### src/core/eicp_pkg.sv
// package for the external interrupt, core clock mode and pll settings bank
// assumes a 32-bit avalon-mm slave with byte addresses
package eicp_pkg;
    // ==================================================
    // register offsets (byte addresses)
    localparam logic [7:0]  EICP_OFS_TRIG      = 8'h80;
    localparam logic [7:0]  EICP_OFS_CLR       = 8'h84;
    localparam logic [7:0]  EICP_OFS_CORE      = 8'h88;
    localparam logic [7:0]  EICP_OFS_SYSPLL    = 8'hc0;
    localparam logic [7:0]  EICP_OFS_USBPLL    = 8'hc4;
    // ==================================================
    // reset values
    localparam logic [15:0] EICP_TRIG_RST      = 16'h0000;
    localparam logic [1:0]  EICP_CORE_RST      = 2'h0;
    localparam logic [13:0] EICP_PLL_RST       = 14'h2045;
    // ==================================================
    // pll field positions
    localparam int          EICP_PLL_RANGE_BIT = 12;
    localparam int          EICP_PLL_KEEP_BIT  = 13;
    localparam int          EICP_PLL_PRE_LSB   = 6;
    localparam int          EICP_PLL_LOOP_LSB  = 0;
    localparam int          EICP_PLL_FLD_W     = 6;
    // ==================================================
    // trigger field encodings
    localparam logic [1:0]  EICP_TRIG_LVL_LOW  = 2'h0;
    localparam logic [1:0]  EICP_TRIG_LVL_HIGH = 2'h1;
    localparam logic [1:0]  EICP_TRIG_FALL     = 2'h2;
    localparam logic [1:0]  EICP_TRIG_RISE     = 2'h3;
    // ==================================================
    // core clock mode encodings
    localparam logic [1:0]  EICP_CORE_STD_ASYNC = 2'h0;
    localparam logic [1:0]  EICP_CORE_STD_SYNC  = 2'h2;
    localparam logic [31:0] EICP_RD_UNMAPPED    = 32'h0000_0000;
endpackage

### src/core/eicp_top.sv
// register bank: external interrupt triggering, edge clear, core clock mode, pll controls
// assumes avalon-mm master on sys_clk; interrupt pins already synchronous
//
// How it works
// - trigger configuration resets to zero: all inputs level, active low
// - input n uses trigger field bits 2n+1 down to 2n
// - 00 level low, 01 level high, 10 falling edge, 11 rising edge
// - writing 1 to clear bit n drops pending edge request n
// - clear writes do not touch level configured inputs
// - clear register write only; bits 31 to 8 ignored
// - core mode 00 std async, 10 std sync, x1 direct extension
// - system pll frequency is osc times loop over pre, max 304.819 MHz
// - system pll bit 12 selects high range when one
// - system loop divider bits 5 to 0, values 1 to 63; a written 0 is stored and passed on unchecked
// - usb pll is osc times loop over pre; bit 12 selects range
// - usb pll bits 31 to 14 ignore writes and read zero
// - usb loop divider bits 5 to 0, values 1 to 63; a written 0 is stored and passed on unchecked
//
// The Avalon-MM interface to the registers was decided locally.
`timescale 1ns/100ps
`default_nettype none
module eicp_top
    import eicp_pkg::*;
#(
    parameter int N_IRQ = 8
)(
    input  wire logic                      sys_clk,
    input  wire logic                      rst,
    input  wire logic [7:0]                avs_address,
    input  wire logic                      avs_read,
    input  wire logic                      avs_write,
    input  wire logic [31:0]               avs_writedata,
    input  wire logic [3:0]                avs_byteenable,
    output logic      [31:0]               avs_readdata,
    output logic                           avs_waitrequest,
    input  wire logic [N_IRQ-1:0]          ext_irq_pin,
    output logic      [N_IRQ-1:0]          ext_irq_request,
    output logic      [1:0]                core_clocking_select,
    output logic                           core_direct_bus_extension_mode,
    output logic                           core_std_sync_mode,
    output logic                           system_pll_range_select,
    output logic      [EICP_PLL_FLD_W-1:0] system_pll_pre_divider,
    output logic      [EICP_PLL_FLD_W-1:0] system_pll_loop_divider,
    output logic                           usb_pll_range_select,
    output logic      [EICP_PLL_FLD_W-1:0] usb_pll_pre_divider,
    output logic      [EICP_PLL_FLD_W-1:0] usb_pll_loop_divider
);
    // ==================================================
    // bus handshake: one wait cycle, answer on the second edge
    logic                 ack_r;
    logic                 req;
    logic                 wr_go;
    logic                 rd_go;
    logic [1:0]           lo_be;
    logic [15:0]          wmask;

    // stored fields
    logic [15:0]          trig_r;
    logic [1:0]           core_r;
    logic [13:0]          syspll_r;
    logic [13:0]          usbpll_r;

    // interrupt path
    logic [N_IRQ-1:0]     pin_d_r;
    logic [N_IRQ-1:0]     pend_r;
    logic [N_IRQ-1:0]     clr_hit;
    logic [N_IRQ-1:0]     edge_seen;
    logic [N_IRQ-1:0]     is_edge;
    logic [31:0]          rd_nxt;

    assign req   = avs_read | avs_write;
    assign wr_go = avs_write & ~ack_r;
    assign rd_go = avs_read & ~ack_r;
    assign lo_be = avs_byteenable[1:0];
    assign wmask = {{8{lo_be[1]}}, {8{lo_be[0]}}};

    always_ff @(posedge sys_clk)
    begin
        if (rst)
        begin
            ack_r <= 1'b0;
        end
        else
        begin
            ack_r <= req & ~ack_r;
        end
    end

    // registered so no combinational path runs back to the master's request
    always_ff @(posedge sys_clk)
    begin
        if (rst)
        begin
            avs_waitrequest <= 1'b1;
        end
        else
        begin
            avs_waitrequest <= ~(req & ~ack_r);
        end
    end

    // ==================================================
    // trigger configuration
    always_ff @(posedge sys_clk)
    begin
        if (rst)
        begin
            trig_r <= EICP_TRIG_RST;
        end
        else if (wr_go && avs_address == EICP_OFS_TRIG)
        begin
            trig_r <= (trig_r & ~wmask) | (avs_writedata[15:0] & wmask);
        end
    end

    // ==================================================
    // core clock mode
    always_ff @(posedge sys_clk)
    begin
        if (rst)
        begin
            core_r <= EICP_CORE_RST;
        end
        else if (wr_go && avs_address == EICP_OFS_CORE && lo_be[0])
        begin
            core_r <= avs_writedata[1:0];
        end
    end

    // ==================================================
    // pll controls; bit 13 stored but never read back
    always_ff @(posedge sys_clk)
    begin
        if (rst)
        begin
            syspll_r <= EICP_PLL_RST;
        end
        else if (wr_go && avs_address == EICP_OFS_SYSPLL)
        begin
            syspll_r <= (syspll_r & ~wmask[13:0]) | (avs_writedata[13:0] & wmask[13:0]);
        end
    end

    always_ff @(posedge sys_clk)
    begin
        if (rst)
        begin
            usbpll_r <= EICP_PLL_RST;
        end
        else if (wr_go && avs_address == EICP_OFS_USBPLL)
        begin
            usbpll_r <= (usbpll_r & ~wmask[13:0]) | (avs_writedata[13:0] & wmask[13:0]);
        end
    end

    // ==================================================
    // interrupt detection
    always_ff @(posedge sys_clk)
    begin
        if (rst)
        begin
            pin_d_r <= '1;
        end
        else
        begin
            pin_d_r <= ext_irq_pin;
        end
    end

    // ==================================================
    // clear decode
    // only bits 7 to 0 reach the clear logic
    assign clr_hit = (wr_go && avs_address == EICP_OFS_CLR && lo_be[0])
                     ? avs_writedata[N_IRQ-1:0] : '0;

    genvar gi;
    generate
        for (gi = 0; gi < N_IRQ; gi++)
        begin : g_irq
            logic [1:0] mode;
            assign mode = trig_r[2*gi+1 -: 2];
            assign is_edge[gi] = mode[1];
            always_comb
            begin
                edge_seen[gi] = 1'b0;
                unique case (mode)
                    EICP_TRIG_FALL: edge_seen[gi] = pin_d_r[gi] & ~ext_irq_pin[gi];
                    EICP_TRIG_RISE: edge_seen[gi] = ~pin_d_r[gi] & ext_irq_pin[gi];
                    default:        edge_seen[gi] = 1'b0;
                endcase
            end
        end
    endgenerate

    // ==================================================
    // pending edge latch
    always_ff @(posedge sys_clk)
    begin
        if (rst)
        begin
            pend_r <= '0;
        end
        else
        begin
            // clear by writing one; a fresh edge wins over the clear
            // level inputs keep no pending state to clear
            pend_r <= ((pend_r & ~clr_hit) | edge_seen) & is_edge;
        end
    end

    // ==================================================
    // request: level inputs follow the live pin, not pin_d_r; edge inputs the latch
    always_ff @(posedge sys_clk)
    begin
        if (rst)
            ext_irq_request <= '0;
        else
        begin
            for (int i = 0; i < N_IRQ; i++)
            begin
                // level follows pin, edge holds until cleared
                unique case (trig_r[2*i+1 -: 2])
                    EICP_TRIG_LVL_LOW:
                    begin
                        ext_irq_request[i] <= ~ext_irq_pin[i];
                    end
                    EICP_TRIG_LVL_HIGH:
                    begin
                        ext_irq_request[i] <= ext_irq_pin[i];
                    end
                    EICP_TRIG_FALL,
                    EICP_TRIG_RISE:
                    begin
                        ext_irq_request[i] <= (pend_r[i] & ~clr_hit[i]) | edge_seen[i];
                    end
                endcase
            end
        end
    end

    // ==================================================
    // configuration outputs
    always_ff @(posedge sys_clk)
    begin
        if (rst)
        begin
            core_clocking_select           <= EICP_CORE_RST;
            core_direct_bus_extension_mode <= 1'b0;
            core_std_sync_mode             <= 1'b0;
        end
        else
        begin
            core_clocking_select           <= core_r;
            // bit 0 set selects extension mode
            core_direct_bus_extension_mode <= core_r[0];
            core_std_sync_mode             <= (core_r == EICP_CORE_STD_SYNC);
        end
    end

    // the pll itself is outside; these fields set its ratio loop/pre
    always_ff @(posedge sys_clk)
    begin
        if (rst)
        begin
            system_pll_range_select <= EICP_PLL_RST[EICP_PLL_RANGE_BIT];
            system_pll_pre_divider  <= EICP_PLL_RST[EICP_PLL_PRE_LSB +: EICP_PLL_FLD_W];
            system_pll_loop_divider <= EICP_PLL_RST[EICP_PLL_LOOP_LSB +: EICP_PLL_FLD_W];
        end
        else
        begin
            // system loop value passed as written
            system_pll_range_select <= syspll_r[EICP_PLL_RANGE_BIT];
            system_pll_pre_divider  <= syspll_r[EICP_PLL_PRE_LSB +: EICP_PLL_FLD_W];
            system_pll_loop_divider <= syspll_r[EICP_PLL_LOOP_LSB +: EICP_PLL_FLD_W];
        end
    end

    // usb copies; a zero divider is passed on, the pll side must tolerate it
    always_ff @(posedge sys_clk)
    begin
        if (rst)
        begin
            usb_pll_range_select    <= EICP_PLL_RST[EICP_PLL_RANGE_BIT];
            usb_pll_pre_divider     <= EICP_PLL_RST[EICP_PLL_PRE_LSB +: EICP_PLL_FLD_W];
            usb_pll_loop_divider    <= EICP_PLL_RST[EICP_PLL_LOOP_LSB +: EICP_PLL_FLD_W];
        end
        else
        begin
            // usb loop value passed as written
            usb_pll_range_select    <= usbpll_r[EICP_PLL_RANGE_BIT];
            usb_pll_pre_divider     <= usbpll_r[EICP_PLL_PRE_LSB +: EICP_PLL_FLD_W];
            usb_pll_loop_divider    <= usbpll_r[EICP_PLL_LOOP_LSB +: EICP_PLL_FLD_W];
        end
    end

    // ==================================================
    // read mux
    always_comb
    begin
        rd_nxt = EICP_RD_UNMAPPED;
        unique case (avs_address)
            EICP_OFS_TRIG:   rd_nxt = {16'h0000, trig_r};
            EICP_OFS_SYSPLL: rd_nxt = {19'h0_0000, syspll_r[12:0]};
            EICP_OFS_USBPLL: rd_nxt = {19'h0_0000, usbpll_r[12:0]};
            // write-only registers read as zero
            EICP_OFS_CLR:    rd_nxt = EICP_RD_UNMAPPED;
            EICP_OFS_CORE:   rd_nxt = EICP_RD_UNMAPPED;
            default:         rd_nxt = EICP_RD_UNMAPPED;
        endcase
    end

    // ==================================================
    // read data held until the next read, so a slow master still sees it
    always_ff @(posedge sys_clk)
    begin
        if (rst)
        begin
            avs_readdata <= 32'h0000_0000;
        end
        else if (rd_go)
        begin
            avs_readdata <= rd_nxt;
        end
    end
endmodule // eicp_top
`default_nettype wire

### config.mk
export PLATFORM = sky130hd
export DESIGN_NAME = eicp_top
export DESIGN_NICKNAME = d
export VERILOG_FILES = /design/src/core/eicp_pkg.sv /design/src/core/eicp_top.sv
export SDC_FILE = /design/constraint.sdc
export NUM_CORES = 1
export LEC_CHECK = 0
export BUFFER_PORTS_ARGS = -buffer_cell sky130_fd_sc_hd__buf_2
export CELL_PAD_IN_SITES_DETAIL_PLACEMENT = 1
export CELL_PAD_IN_SITES_GLOBAL_PLACEMENT = 1
export CORE_MARGIN = 4
export CORE_UTILIZATION = 42
export CTS_CLUSTER_DIAMETER = 40
export DETAILED_ROUTE_END_ITERATION = 16
export PLACE_DENSITY_LB_ADDON = 0.2
export SYNTH_ARGS = -nofsm -noshare
export SYNTH_HDL_FRONTEND = slang
export SYNTH_SLANG_ARGS = --single-unit
### constraint.sdc
create_clock -name sys_clk -period 4.05 [get_ports sys_clk]
set_input_delay 0.81 -clock sys_clk [delete_from_list [all_inputs] [get_ports sys_clk]]
set_output_delay 0.81 -clock sys_clk [all_outputs]
set_load 0.01 [all_outputs]
==> flow_summary.json <==
{
  "overflow": 0,
  "slowest_stage": "or4b_1",
  "vias": 3702,
  "synth_top_area_share_pct": 49.0,
  "die_y_microns": 114,
  "synth_top_area_cell": "dfxtp_1",
  "io_buffers": 92,
  "cp_data_arrival_time_ns": 3.06,
  "core_area_sq_mm": 0.0109,
  "route.detailed.vias_per_inst": 5.18,
  "routed_wl_microns": 12700,
  "maxCapViolations": 0,
  "drive_gt1_share_pct": 26.1,
  "drt-initial-drc-count": 115,
  "whs_ns": 0.420,
  "worst_pin_slew_ns": 0.799,
  "cp.required_ns": 4.48,
  "cts_tree": "done",
  "switching_share_pct": 21.5,
  "synth.area.top_cells": "dfxtp_1 49%, mux2i_1 9.4%, nand2b_1 8.4%",
  "end_kind": "register",
  "grt_max_degree": 44,
  "maxSlewHeadroom_pct": 46.6,
  "diodes": 0,
  "yosys_warnings": 0,
  "start_util_pct": 43.1,
  "syn2layout_area_growth_pct": 23.1,
  "cp.depth": 4,
  "startpoint": "avs_address[2]",
  "grt_pass1_vias": 4068,
  "cp_top_family": "simple AND/OR/NAND/NOR gates",
  "pwr-share-clk_pct": 53.7,
  "boundaryPins": 127,
  "ys_seq_elements": 115,
  "post-route-drc-count": 0,
  "path_clk_slew_ns": 0.05,
  "powerDensity_mw_per_mm2": 478,
  "synthCells": 474,
  "skew_ns": 0.00609,
  "run_status": "completed",
  "ctsHoldBuffers": 0,
  "detail-route-antenna-nets": 0,
  "rr_startpoint": "ack_r",
  "p_sw_uw": 594,
  "fin_crit_ns": 2.63,
  "maxSlewViolCount": 0,
  "syn_area_sq_mm": 0.00470,
  "place_ws_ns": 0.939,
  "path_class": "input port to register",
  "dp_hpwl_microns": 8480,
  "regToRegSetupSlack_ns": 1.80,
  "clkLatencyLatePin_ns": 0.52,
  "postCtsSetupRepairBufs": 0,
  "syn_avg_cell_area_sq_um": 9.91,
  "cp-start-kind": "input port",
  "final_common_cell": "dfxtp_1",
  "layout_common_cells": "115 x dfxtp_1, 92 x buf_2, 63 x nand2b_1, 46 x inv_1, 44 x mux2i_1",
  "p_int_uw": 2170,
  "clockBufferDepth": 2,
  "crit_buf_inv": 1,
  "numCtsBuffers": 17,
  "grt_util_all_layers_pct": 20.6,
  "cts_resized": 0,
  "first_pass_iters": 4,
  "die_x_microns": 114,
  "final-setup-viol-count": 0,
  "dieArea_sq_mm": 0.0129,
  "htree_num_levels": 4,
  "vdd_drop_max_uv": 245,
  "worst-r2r-cell-count": 3,
  "min_period_over_period_pct": 65.0,
  "cts_root_buf": "clkbuf_8",
  "yosysUniqueCellTypes": 37,
  "row_count": 38,
  "power_frac_comb_pct": 4.7,
  "final_nets": 619,
  "hold_viol_final": 0,
  "fin_tns_setup_ns": 0,
  "clock_sinks": 115,
  "grt_first_pass_wirelength_microns": 20700,
  "antenna_found_initial": 0,
  "min_path_type": "register to register",
  "path_max_fanout": 19,
  "grt_setup_unrepaired": "false",
  "ys_seq_area_share_pct": 49.0,
  "gp_congestion": 0.750,
  "cp_cell_sequence": "buf_2, or4b_1, or3b_1, mux2i_1",
  "fmax_mhz": 380,
  "leakage_uw": 0.00270,
  "wl_per_cell_microns": 17.8,
  "fin_ws_ns": 1.42,
  "sequentialPowerShare_pct": 41.6,
  "max_stage_delay_ns": 0.80
}
worst register-to-register path: cells and delay by family (launching register included):
| family | cells | cell delay [ns] |
|---|---|---|
| flops | 1 | 0.35 |
| mux | 1 | 0.36 |
| simple gates | 2 | 1.46 |
area by class of cell:
class                      instances  area [sq um]
clock inverter                    10           131
sequential                       115          2300
timing repair buffer              98           505
multi-input combinational        285          2030
inverter                          46           173
fill                            1245          5110
tap                              140           175
clock buffer                      21           459
power by group through the flow:
stage	logic (uW)	clock network [uW]	registers [uW]
after floorplan	86.4	0	1170
after global placement	126	0	1170
after detailed placement	129	0	1170
after CTS	131	1510	1150
after global routing	144	1560	1150
final	130	1480	1150
cells in the mapped netlist:
cell         n
a21boi_0     8
a21oi_1      3
a22oi_1     21
a31oi_1      8
and3_1       1
and3b_1      1
buf_1        2
buf_2        5
buf_4       18
buf_6        1
clkbuf_1    17
conb_1       1
dfxtp_1    115
inv_1       46
mux2_2      13
mux2i_1     44
nand2_1     11
nand2b_1    63
nand3_1      1
nand3b_1    10
nand4_1      4
nor2_1      21
nor2b_1      1
nor3_1       2
nor3b_1      3
nor4_1       9
nor4b_1      1
nor4bb_1     1
o2111ai_1    1
o21ai_0      1
o2bb2ai_1   13
o32ai_1      8
o41ai_1      8
or2_2        8
or3b_1       1
or4b_1       2
or4b_2       1
worst min path at each step:
stage | startpoint | to | cells after the start
floorplan | core_r[0] | core_std_sync_mode | 1
global placement | core_r[0] | core_std_sync_mode | 1
detailed placement | core_r[0] | core_std_sync_mode | 1
CTS | core_r[0] | core_std_sync_mode | 1
global route | core_r[0] | core_std_sync_mode | 1
finish | core_r[0] | core_std_sync_mode | 1
stage by stage:
step | area, sq um | std cells | utilization [%] | total power (uW)
6_report | 5780 | 715 | 53.1 | 2760
3_5_place_dp | 5190 | 684 | 47.7 | 1300
4_1_cts | 5780 | 715 | 53.1 | 2790
2_1_floorplan | 4750 | 489 | - | 1260
3_3_place_gp | 5190 | 684 | 47.7 | 1300
5_1_grt | 5780 | 715 | 53.1 | 2850
kinds of logic (layout without fill, tap and decap cells):
kind of cell | Yosys count | after routing | synth area share, %
AND/OR/NAND/NOR | 141 | 141 | 17.8
flip-flops | 115 | 115 | 49.0
buffers and inverters | 89 | 175 | 8.85
AO/OA/AOI/OAI | 71 | 71 | 11.7
multiplexers | 57 | 57 | 12.5
other | 1 | 16 | 0.0799
per-layer routing:
metal | wire, microns | GRT usage (%) | vias up | part of all wire (%)
met5 | 0 | 0 | - | 0
met4 | 308 | 9.62 | 0 | 2.4
met3 | 713 | 4.88 | 26 | 5.6
met2 | 6320 | 35.5 | 109 | 50
met1 | 5350 | 24.1 | 1786 | 42
li1 | - | - | 1781 | -
(Power assumes the default switching activity.)
